`src/rtl/quad_pkg.sv`:
```
// constants shared by the quadrature sample decoder
package quad_pkg;
    localparam int unsigned clk_hz = 20_000_000; // core clock rate
    localparam int unsigned base_tick_ns = 1_000; // sample period unit, 1 us
    localparam int unsigned clk_period_ns = 1_000_000_000 / clk_hz;
    localparam int unsigned tick_cycles = base_tick_ns / clk_period_ns; // cycles per unit
    localparam int tick_w = 5; // width of the unit divider
    localparam logic [tick_w-1:0] tick_last = tick_w'(tick_cycles - 1);
    localparam int period_sel_w = 4; // sample period select width
    localparam int period_cnt_w = 17; // width of the period unit counter
    localparam int sample_w = 2; // signed sample value width
    localparam int acc_w = 16; // motion accumulator width
    localparam int dbl_w = 4; // double transition count width
    localparam logic [sample_w-1:0] sample_zero = 2'h0;
    localparam logic [sample_w-1:0] sample_pos = 2'h1;
    localparam logic [sample_w-1:0] sample_neg = 2'h3; // two's complement -1
    localparam logic [sample_w-1:0] sample_dbl = 2'h2; // flags a double transition
    localparam logic [acc_w-1:0] acc_max = 16'h7fff;
    localparam logic [acc_w-1:0] acc_min = 16'h8000;
    localparam logic [dbl_w-1:0] dbl_max = 4'hf;
    localparam logic [period_cnt_w-1:0] period_one = 17'h0_0001;
    typedef enum logic [1:0] {
        st_idle,
        st_prime,
        st_run
    } run_state_e;
endpackage

```
`src/rtl/quadrature_sample_decoder.sv`:
```
// quadrature phase sampler, transition decoder and accumulators
`timescale 1ns/1ps
`default_nettype none
module quadrature_sample_decoder
    import quad_pkg::*;
(
    input wire logic clk, // core clock, 20 MHz
    input wire logic rst_n, // async reset, active low
    input wire logic start, // start task pulse
    input wire logic stop, // stop task pulse
    input wire logic clear_acc, // clears motion accumulator
    input wire logic clear_dbl, // clears double transition count
    input wire logic [period_sel_w-1:0] sample_period, // sample period select
    input wire logic phase_a, // encoder phase a
    input wire logic phase_b, // encoder phase b
    output logic running, // decoder is sampling
    output logic [sample_w-1:0] sample_value, // last signed sample
    output logic [acc_w-1:0] motion_accumulator, // signed motion total
    output logic [dbl_w-1:0] double_transition_count, // double transitions
    output logic sample_ready_event, // new sample written
    output logic accumulator_overflow_event, // step kept out of accumulator on overflow
    output logic stopped_event // decoder halted
);
    // ----------------------------------------
    // state and sampling strobe
    // ----------------------------------------
    run_state_e state; // run control state
    logic tick; // sample strobe from divider
    logic [1:0] prev_pair; // previous a,b sample
    logic [1:0] cur_pair; // current a,b pins
    logic [sample_w-1:0] next_sample; // decoded step of this sample
    logic decode_now; // a sample that gets decoded
    logic acc_ok; // step fits in the accumulator

    // the divider restarts from zero on every start, so the first strobe
    // lands one full period later and only primes the previous pair
    quad_tick_divider u_div (
        .clk(clk),
        .rst_n(rst_n),
        .run(state != st_idle),
        .period_sel(sample_period),
        .sample_tick(tick)
    );

    assign cur_pair = {phase_a, phase_b};
    assign decode_now = tick && (state == st_run);
    assign running = (state != st_idle);

    // run control; stop wins over start when both arrive together
    always_ff @(posedge clk or negedge rst_n) begin
        if (!rst_n) begin
            state <= st_idle;
        end else begin
            case (state)
                st_idle: begin
                    if (start && !stop) begin
                        state <= st_prime;
                    end
                end
                st_prime: begin
                    if (stop) begin
                        state <= st_idle;
                    end else if (tick) begin
                        state <= st_run;
                    end
                end
                st_run: begin
                    if (stop) begin
                        state <= st_idle;
                    end
                end
                default: begin
                    state <= st_idle;
                end
            endcase
        end
    end

    // stopped event: one pulse when a running decoder halts
    always_ff @(posedge clk or negedge rst_n) begin
        if (!rst_n) begin
            stopped_event <= 1'b0;
        end else begin
            stopped_event <= stop && (state != st_idle);
        end
    end

    // ----------------------------------------
    // decode
    // ----------------------------------------
    // gray order 00 -> 01 -> 11 -> 10 is the positive direction
    always_comb begin
        next_sample = sample_zero;
        case ({prev_pair, cur_pair})
            4'h1, 4'h7, 4'he, 4'h8: next_sample = sample_pos;
            4'h2, 4'hb, 4'hd, 4'h4: next_sample = sample_neg;
            4'h3, 4'h6, 4'h9, 4'hc: next_sample = sample_dbl;
            default: next_sample = sample_zero;
        endcase
    end

    // previous pair follows every strobe, including the priming one
    always_ff @(posedge clk or negedge rst_n) begin
        if (!rst_n) begin
            prev_pair <= 2'h0;
        end else if (tick && state != st_idle) begin
            prev_pair <= cur_pair;
        end
    end

    // sample register and its ready pulse
    always_ff @(posedge clk or negedge rst_n) begin
        if (!rst_n) begin
            sample_value <= sample_zero;
            sample_ready_event <= 1'b0;
        end else begin
            sample_ready_event <= decode_now;
            if (decode_now) begin
                sample_value <= next_sample;
            end
        end
    end

    // ----------------------------------------
    // accumulators
    // ----------------------------------------
    always_comb begin
        acc_ok = 1'b1;
        if (next_sample == sample_pos && motion_accumulator == acc_max) begin
            acc_ok = 1'b0;
        end
        if (next_sample == sample_neg && motion_accumulator == acc_min) begin
            acc_ok = 1'b0;
        end
    end

    // motion accumulator; a step in the clearing cycle is applied to zero, giving 1 or -1
    always_ff @(posedge clk or negedge rst_n) begin
        if (!rst_n) begin
            motion_accumulator <= '0;
        end else if (clear_acc) begin
            if (decode_now && next_sample == sample_pos) begin
                motion_accumulator <= 16'h0001;
            end else if (decode_now && next_sample == sample_neg) begin
                motion_accumulator <= 16'hffff;
            end else begin
                motion_accumulator <= '0;
            end
        end else if (decode_now && acc_ok) begin
            if (next_sample == sample_pos) begin
                motion_accumulator <= motion_accumulator + 1'b1;
            end else if (next_sample == sample_neg) begin
                motion_accumulator <= motion_accumulator - 1'b1;
            end
        end
    end

    // double transition count saturates rather than wrapping
    always_ff @(posedge clk or negedge rst_n) begin
        if (!rst_n) begin
            double_transition_count <= '0;
        end else if (clear_dbl) begin
            double_transition_count <= (decode_now && next_sample == sample_dbl) ? 4'h1 : 4'h0;
        end else if (decode_now && next_sample == sample_dbl && double_transition_count != dbl_max) begin
            double_transition_count <= double_transition_count + 1'b1;
        end
    end

    // overflow event pulses the cycle after a discarded step
    always_ff @(posedge clk or negedge rst_n) begin
        if (!rst_n) begin
            accumulator_overflow_event <= 1'b0;
        end else begin
            accumulator_overflow_event <= decode_now && !acc_ok && !clear_acc;
        end
    end

    // ----------------------------------------
    // assertions
    // ----------------------------------------
    a_ready_follows: assert property (@(posedge clk) disable iff (!rst_n)
        decode_now |=> sample_ready_event) else $error("sample ready missing");
    a_prime_silent: assert property (@(posedge clk) disable iff (!rst_n)
        (tick && state == st_prime) |=> !sample_ready_event) else $error("priming made a sample");
    a_fwd_step: assert property (@(posedge clk) disable iff (!rst_n)
        (decode_now && next_sample == sample_pos && acc_ok && !clear_acc)
        |=> motion_accumulator == $past(motion_accumulator) + 16'h0001) else $error("no increment");
    a_back_step: assert property (@(posedge clk) disable iff (!rst_n)
        (decode_now && next_sample == sample_neg && acc_ok && !clear_acc)
        |=> motion_accumulator == $past(motion_accumulator) - 16'h0001) else $error("no decrement");
    a_dbl_holds_acc: assert property (@(posedge clk) disable iff (!rst_n)
        (decode_now && next_sample == sample_dbl && !clear_acc)
        |=> $stable(motion_accumulator) && sample_value == sample_dbl) else $error("double moved acc");
    a_still_zero: assert property (@(posedge clk) disable iff (!rst_n)
        (decode_now && prev_pair == cur_pair && !clear_acc && !clear_dbl)
        |=> sample_value == sample_zero && $stable(motion_accumulator) && $stable(double_transition_count))
        else $error("still pair changed state");
    a_ovf_discard: assert property (@(posedge clk) disable iff (!rst_n)
        accumulator_overflow_event |-> $stable(motion_accumulator)) else $error("overflow not discarded");
    a_stop_event: assert property (@(posedge clk) disable iff (!rst_n)
        (stop && running) |=> stopped_event && !running) else $error("stop not reported");
    a_tick_idle: assert property (@(posedge clk) disable iff (!rst_n)
        !running |-> !tick) else $error("sampling while stopped");
    a_dbl_count: assert property (@(posedge clk) disable iff (!rst_n)
        (decode_now && next_sample == sample_dbl && !clear_dbl && double_transition_count != dbl_max)
        |=> double_transition_count == $past(double_transition_count) + 4'h1) else $error("double not counted");
    a_ovf_flags: assert property (@(posedge clk) disable iff (!rst_n)
        (decode_now && !acc_ok && !clear_acc) |=> accumulator_overflow_event && $stable(motion_accumulator))
        else $error("overflow step not discarded");
    a_stop_pulse: assert property (@(posedge clk) disable iff (!rst_n)
        stopped_event |=> !stopped_event) else $error("stopped event too long");
endmodule
`default_nettype wire

```
`src/rtl/quad_tick_divider.sv`:
```
// divider producing the sample strobe from the core clock
`timescale 1ns/1ps
`default_nettype none
module quad_tick_divider
    import quad_pkg::*;
(
    input wire logic clk, // core clock
    input wire logic rst_n, // async reset, active low
    input wire logic run, // divider runs while high
    input wire logic [period_sel_w-1:0] period_sel, // period is 128 us shifted by this
    output logic sample_tick // one-cycle sample strobe
);
    // ----------------------------------------
    // unit tick and period counting
    // ----------------------------------------
    logic [tick_w-1:0] unit_cnt; // cycles inside one microsecond
    logic [period_cnt_w-1:0] period_cnt; // microseconds inside one period
    logic [period_cnt_w-1:0] period_len; // selected period in microseconds
    logic unit_tick; // one-cycle microsecond strobe

    // selection n gives 128 << n us up to n = 9; above that the shift overflows the counter width to zero
    assign period_len = period_cnt_w'(128) << period_sel;
    assign unit_tick = run && (unit_cnt == tick_last);

    // unit divider, held at zero while stopped so each start is aligned
    always_ff @(posedge clk or negedge rst_n) begin
        if (!rst_n) begin
            unit_cnt <= '0;
        end else if (!run || unit_tick) begin
            unit_cnt <= '0;
        end else begin
            unit_cnt <= unit_cnt + 1'b1;
        end
    end

    // period counter, fires the strobe on the last unit of a period
    always_ff @(posedge clk or negedge rst_n) begin
        if (!rst_n) begin
            period_cnt <= '0;
        end else if (!run) begin
            period_cnt <= '0;
        end else if (unit_tick) begin
            if (period_cnt + period_one >= period_len) begin
                period_cnt <= '0;
            end else begin
                period_cnt <= period_cnt + period_one;
            end
        end
    end

    assign sample_tick = unit_tick && (period_cnt + period_one >= period_len);
endmodule
`default_nettype wire

```
`config.mk`:
```
export PLATFORM = sky130hd
export DESIGN_NAME = quadrature_sample_decoder
export DESIGN_NICKNAME = d
export VERILOG_FILES = /design/src/rtl/quad_pkg.sv /design/src/rtl/quadrature_sample_decoder.sv /design/src/rtl/quad_tick_divider.sv
export SDC_FILE = /design/constraint.sdc
export NUM_CORES = 1
export LEC_CHECK = 0
export BUFFER_PORTS_ARGS = -buffer_cell sky130_fd_sc_hd__buf_2
export CAP_MARGIN = 20
export CORE_MARGIN = 4
export CORE_UTILIZATION = 55
export DETAILED_ROUTE_END_ITERATION = 7
export PLACE_DENSITY = 0.8
export REMOVE_ABC_BUFFERS = 1
export SYNTH_ARGS = -nofsm -noshare
export SYNTH_HDL_FRONTEND = slang
export SYNTH_SLANG_ARGS = --single-unit
```
`constraint.sdc`:
```
create_clock -name clk -period 5.05 [get_ports clk]
set_input_delay 0.505 -clock clk [delete_from_list [all_inputs] [get_ports clk]]
set_output_delay 0.505 -clock clk [all_outputs]
set_load 0.1 [all_outputs]
```
== Yosys cells after proc, flatten, opt, wreduce, memory -nomap -nowiden ==
Memories as Yosys holds them, arrays and structs flattened.
Index checks and enable logic that the tools add are counted.

* Flip-flop bits (word level): 51
* Bits in latches: 0
* Bits in writable memories: 0
* ROM bits: 32
* Bits of input ports: 12
* Word-level logic and storage cells: 78
* Memories kept: 1

{| class="wikitable"
|+ Memories
! name !! words !! width !! read ports !! clocked after Yosys merged registers in !! write ports !! RTL line !! source
|-
| (no name shown) || 16 || 2 || 1 || 0 || 0 || quadrature_sample_decoder.sv:94 || <nowiki>case ({prev_pair, cur_pair})</nowiki>
|}

* Add/sub/neg operators: 5
* $mul: 0
* Divide/modulo/power cells: 0
* Order comparisons: 1
* Equal/unequal tests: 13
* Shift-type cells: 1
* Multiplexer cells: 20
* Bitwise logic cells: 0
* Reduce and logical (&&, ||, !) cells: 27

{| class="wikitable"
|+ Operators by type and width
! operator !! number
|-
| 16-bit 2-to-1 mux || 6
|-
| 17-bit 2-to-1 mux || 3
|-
| 17-bit by 1-bit adder with 17-bit output, second input constant || 1
|-
| 17-bit greater-or-equal comparator || 1
|-
| 8-bit by 4-bit left shift with 17-bit output, first input constant || 1
|-
| 16-bit by 1-bit adder with 16-bit output, second input constant || 1
|-
| 16-bit by 15-bit equality test with 1-bit output, second input constant || 1
|-
| 16-bit equality test, second input constant || 1
|-
| 16-bit by 1-bit subtractor with 16-bit output, second input constant || 1
|-
| 1-bit logical AND || 15
|-
| 2-bit 2-to-1 mux || 4
|-
| 4-bit 2-to-1 mux || 2
|-
| 2-bit equality test, second input constant || 3
|-
| 2-bit != test, second input constant || 3
|-
| 2-bit one-hot mux with 3 select lines || 1
|-
| 2-bit nonzero test || 3
|-
| 5-bit by 1-bit adder with 5-bit output, second input constant || 1
|-
| 5-bit equality test, second input constant || 1
|-
| 5-bit 2-to-1 mux || 1
|-
| 4-bit by 1-bit adder with 4-bit output, second input constant || 1
|-
| 2-bit by 1-bit equality test with 1-bit output, second input constant || 2
|-
| 1-bit logical NOT || 4
|-
| 4-bit != test, second input constant || 1
|-
| 1-bit 2-to-1 mux || 3
|-
| other kinds (6) || 6
|}

== Logic depth before layout (Yosys ltp) ==
* Word-level depth: 8
* Mapped depth: 15

== Modules after synthesis ==
Synthesis repeated with hierarchy kept, for this count alone.

* Cell total of the unflattened synthesis: 388
* Area, all modules: 3,697.3 sq um

{| class="wikitable"
|+ By module, submodules not included
! module !! times used !! cells each !! area an instance (sq um) !! seq. area each (sq um)
|-
| quadrature_sample_decoder || 1 || 230 || 2,139.6 || 725.7
|-
| quad_tick_divider || 1 || 158 || 1,557.7 || 550.5
|}

== Least setup slack after synthesis ==
No wires, ideal clock.

* Kind: input port to flip-flop
* Start: in phase_a
* End: reg motion_accumulator[15]
* Library setup time: 120 ps
* Arrival time: 3,050 ps
* Required time: 4,930 ps
* Path slack: 1,880 ps
* Stages on the path: 11
* Cell sequence: buf_2 xnor2_1 nand2_1 ha_1 buf_2 and4_1 o211a_1 o211a_1 mux2_4 a2111o_1 and3_1

* Cells in the longest elaborated chain, start to end: 8

{| class="wikitable"
|+ Ends and longest elaborated chain
! what !! RTL line !! source
|-
| start, declared || quadrature_sample_decoder.sv:14 || <nowiki>input wire logic phase_a,</nowiki>
|-
| memory 16 x 2 bit * || n/a ||
|-
| 2-bit by 1-bit equality test with 1-bit output || quadrature_sample_decoder.sv:129, quadrature_sample_decoder.sv:142, quadrature_sample_decoder.sv:150 ||
|-
| 1-bit logical AND || quadrature_sample_decoder.sv:129 || <nowiki>if (next_sample == sample_pos && motion_accumulator == acc_max) begin</nowiki>
|-
| 1-bit 2-to-1 mux || quadrature_sample_decoder.sv:129 ||
|-
| 1-bit 2-to-1 mux || quadrature_sample_decoder.sv:132 || <nowiki>if (next_sample == sample_neg && motion_accumulator == acc_min) begin</nowiki>
|-
| 1-bit logical AND || quadrature_sample_decoder.sv:149 || <nowiki>end else if (decode_now && acc_ok) begin</nowiki>
|-
| 2-bit nonzero test (no source line) || n/a ||
|-
| 2-bit AND reduction (no source line) || n/a ||
|-
| end signal, assigned || quadrature_sample_decoder.sv:151 || <nowiki>motion_accumulator <= motion_accumulator + 1'b1;</nowiki>
|-
| end signal, assigned || quadrature_sample_decoder.sv:153 || <nowiki>motion_accumulator <= motion_accumulator - 1'b1;</nowiki>
|-
| end, declared || quadrature_sample_decoder.sv:18 || <nowiki>output logic [acc_w-1:0] motion_accumulator,</nowiki>
|}

Mark *: on every way between the ends. The rest lies on a longest branch, timed or not. The select of a mux whose other input is x is not followed.
A chain may end at the register's enable or synchronous reset.

== Worst setup path after layout ==
* Start: reg u_div.period_cnt[0]
* End: reg motion_accumulator[3]

* Cells in the longest elaborated chain, start to end: 8

{| class="wikitable"
|+ Ends and longest elaborated chain
! what !! RTL line !! source
|-
| start, declared || quad_tick_divider.sv:17 || <nowiki>logic [period_cnt_w-1:0] period_cnt;</nowiki>
|-
| start signal, assigned || quad_tick_divider.sv:46 || <nowiki>period_cnt <= period_cnt + period_one;</nowiki>
|-
| 17-bit by 1-bit adder with 17-bit output * || quad_tick_divider.sv:51 || <nowiki>assign sample_tick = unit_tick && (period_cnt + period_one >= period_len);</nowiki>
|-
| 17-bit greater-or-equal comparator * || quad_tick_divider.sv:51 ||
|-
| 1-bit logical AND * || quad_tick_divider.sv:51 ||
|-
| 1-bit logical AND * || quadrature_sample_decoder.sv:46 || <nowiki>assign decode_now = tick && (state == st_run);</nowiki>
|-
| 1-bit logical AND || quadrature_sample_decoder.sv:144 || <nowiki>end else if (decode_now && next_sample == sample_neg) begin</nowiki>
|-
| 16-bit 2-to-1 mux || quadrature_sample_decoder.sv:144 ||
|-
| 16-bit 2-to-1 mux || quadrature_sample_decoder.sv:142 || <nowiki>if (decode_now && next_sample == sample_pos) begin</nowiki>
|-
| 16-bit 2-to-1 mux || quadrature_sample_decoder.sv:141 || <nowiki>end else if (clear_acc) begin</nowiki>
|}

Mark *: on every way between the ends. The rest lies on a longest branch, timed or not.

==> results.md <==
* Status: complete, no violations
* Number of global-route vias before repair at 3,182
* Crit-path max cell delay at 0.66 ns
* Top-count cell post-synth: dfrtp_1
* Worst Max-Slew Pin Slew at 0.837 ns
* Mapped Avg Cell Area at 9.14 um2
* Worst-path maximum fanout at 10
* Vias per std cell at 6.30
* CTS tree: done
* Net Sw Frac at 39.0%
* Delay-heaviest family, CP: simple AND/OR/NAND/NOR gates
* Synth top cells by count: dfrtp_1 (51), nor2_1 (34), ha_1 (28), nand2_1 (26), a21oi_1 (25)
* Wirelength per Cell at 16.3 um
* Endpoints failing setup at 0
* Seq pwr share at 41.4%
* DR iter-0 viols at 192
* Synth Area in XOR/XNOR at 6.14%
* Detail Placement HPWL at 6220 um
* I/O pins at 38
* Share of cells above drive strength 1 at 14.3%
* # hold bufs at CTS at 0
* Slew margin rel. at 43.9%
* Largest family of logic cells by synthesized area: simple AND/OR/NAND/NOR gates
* Non-Filler Instances at 519
* Post-CTS sizing at 0
* Cells after Synth at 406
* I/O Buffers at 37
* Final Hold Viols at 0
* Synth-to-Final Area Change at 8.70%
* All-layer global routing usage at 21.3%
* Net Sw Power at 0.000413 W
* CTS max path bufs at 2
* Post-synth ARST share at 100%
* Period utilisation layout at 74.3%
* Crit-path slowest cell: a31oi_1
* First-pass GRT wire length at 14,700 um
* Synth area leader: dfrtp_1
* RSZ-0062 raised after global routing: no
* Gp weighted congestion at 0.903
* Initial antenna violation count at 0
* Setup Skew at 0.0144 ns
* Setup Total Neg Slack at 0 ns
* Post-Synthesis Cell Area at 0.00371 mm2
* CP Data Arrival Time at 3.95 ns
* Sequential area share after synthesis at 34.4%
* Clock Pin Slew Worst Setup and Hold Paths at 0.10 ns
* Crit start category: flop
* Worst Hold Class: in -> async
* Post-DRT Antenna Nets at 0
* Internal at 0.000648 W
* Worst IR Drop VDD at 153 uV
* Pre-antenna DRT Iters at 4
* Latest clock arrival within the worst-skew pair at 0.31 ns
* Minimum clock period at 3.75 ns
* WP data required at 5.24 ns
* Metal-1 WL at 3870 um
* Pwr dens at 263 mW/mm2
* WL met3 at 422 um
* Warnings from Yosys at 0
* Core Region at 0.00646 mm2
* Max Clock Freq at 266 MHz
* Lkg Pwr at 1.88 nW
* Starting Density at 57.4%
* Vias at 3,271
* Largest net degree at the start of global routing at 52
* # nets final at 482
* Full die area at 0.00812 mm2
* Root Buffer: clkbuf_8
* # Post-CTS Setup Buffers at 0
* Critical-path cell list: ha_1, and3_1, and3_1, nand3_1, or2_2, xnor2_1, ha_1, nor3_1, o21ai_1, a22o_1, a31oi_1, buf_4, a21oi_1
* Final wirelength at 8480 um
* Clk sinks at 51
* Setup crit end kind: flop
* Antenna cells at 0
* CTS buffer count at 5
* Simple-Gate Fraction of Synth Area at 21.6%
* Max-Cap Viols at 0
* Grt ovf at 0
* Ys flop type: dfrtp_1
* Synth top area share at 34.4%
* Number of synthesized flops with an enable pin at 0
* Fraction of the mapped netlist area in adder cells at 9.98%
* Met2 WL post-DR at 4030 um
* FF+latch count, synth at 51
* Multiplexer area fraction after synthesis at 5.80%
* CTS H-tree depth at 2
* DRC at 0
* Row count at 29
* Yosys cell types at 63
* Die X at 90.1 um
* Die Height at 90.1 um
* WP buf/inv at 1
* Slew Limit Fails at 0
* Synth Area in Compound Gates at 18.9%
* Combinational share of power at 35.4%
* Max layer used: met4
* Clock Power Share at 23.2%
* Placed Instances at 511
* CP Class: reg -> reg
* Leading post-synthesis cells by cell area: dfrtp_1 (34%), ha_1 (9.4%), xnor2_1 (5.0%)
[flip-flops by register name, indices dropped and copies added, names as in the netlist]
name	cells
u_div.period_cnt	17
state	2
double_transition_count	4
sample_value	2
stopped_event	1
prev_pair	2
motion_accumulator	16
u_div.unit_cnt	5
accumulator_overflow_event	1
sample_ready_event	1
[path summary, 6_finish.rpt]
path	from	to	slack, ns	cells after the start
worst max-delay path	u_div.period_cnt[0]	motion_accumulator[3]	1.30	13
worst min-delay path	rst_n	motion_accumulator[5]	0.29	2
worst max register to register	u_div.period_cnt[0]	motion_accumulator[3]	1.30	13
worst min register to register	u_div.unit_cnt[0]	u_div.unit_cnt[0]	0.48	1
max in group asynchronous	rst_n	motion_accumulator[0]	4.31	2
min in group clk	stop	state[1]	0.37	2
[cells in the final DEF, fill, tap and decap left out, types with 7 or more instances in the layout]
cell type,Yosys,routed
o21ai_0,21,21
a21oi_1,25,25
xnor2_1,21,21
nand2_1,26,26
buf_2,4,37
a21o_1,9,9
nor2b_1,8,8
a22o_1,7,7
nor3_1,10,10
inv_1,14,14
nor2_1,34,34
nor3b_1,8,8
dfrtp_1,51,51
nand3_1,17,17
ha_1,28,28
and3_1,10,10
mux2i_1,14,14
[metrics by stage]
step / cell area (um2) / setup WS [ns] / hold WS, ns / utilization (%) / total power, W
after floorplan: 3650 / 1.84 / 0.209 / - / 0.000737
after global placement: 3950 / 1.45 / 0.460 / 61.1 / 0.000810
after detailed placement: 3950 / 1.40 / 0.465 / 61.1 / 0.000816
after CTS: 4030 / 1.36 / 0.322 / 62.4 / 0.00106
after global routing: 4030 / 1.05 / 0.348 / 62.4 / 0.00112
final: 4030 / 1.30 / 0.295 / 62.4 / 0.00106
[cell type report]
type	instances	area, um2
Fill cell	556	2430
Multi-Input combinational cell	329	2320
Sequential cell	51	1280
Timing Repair Buffer	39	200
Tap cell	77	96.3
Clock buffer	5	68.8
Inverter	15	56.3
Clock inverter	3	18.8
[logic make-up (layout without fill, tap and decap cells)]
| logic type | after synthesis | count (layout) |
|---|---|---|
| adders and majority gates | 29 | 29 |
| and+or+nand+nor | 150 | 150 |
| muxes | 20 | 20 |
| xor gates and xnor gates | 26 | 26 |
| DFF | 51 | 51 |
| buffers and inverters | 26 | 62 |
| AOI/OAI and AO/OA | 104 | 104 |
[power by group through the flow]
stage	sequential (W)	clock, W	combinational [W]
6_report	0.000439	0.000247	0.000376
5_1_grt	0.000442	0.000269	0.000407
4_1_cts	0.000439	0.000252	0.000371
3_5_place_dp	0.000447	0	0.000369
3_3_place_gp	0.000446	0	0.000364
2_1_floorplan	0.000514	0	0.000224
[routing by layer]
metal	track usage, %	vias up
met2	36.5	91
li1	-	1572
met4	6.38	0
met1	27.5	1593
met3	3.59	15
met5	0	-
[worst reg2reg max path: cells and delay by family, from the launching register on]
family | cells | cell delay (ns)
xor+xnor | 1 | 0.14
simple gates | 5 | 1.20
buf+inv | 1 | 0.29
compound gates | 4 | 1.18
fa+ha+maj | 2 | 0.41
flops | 1 | 0.42
(Power assumes the default switching activity.)
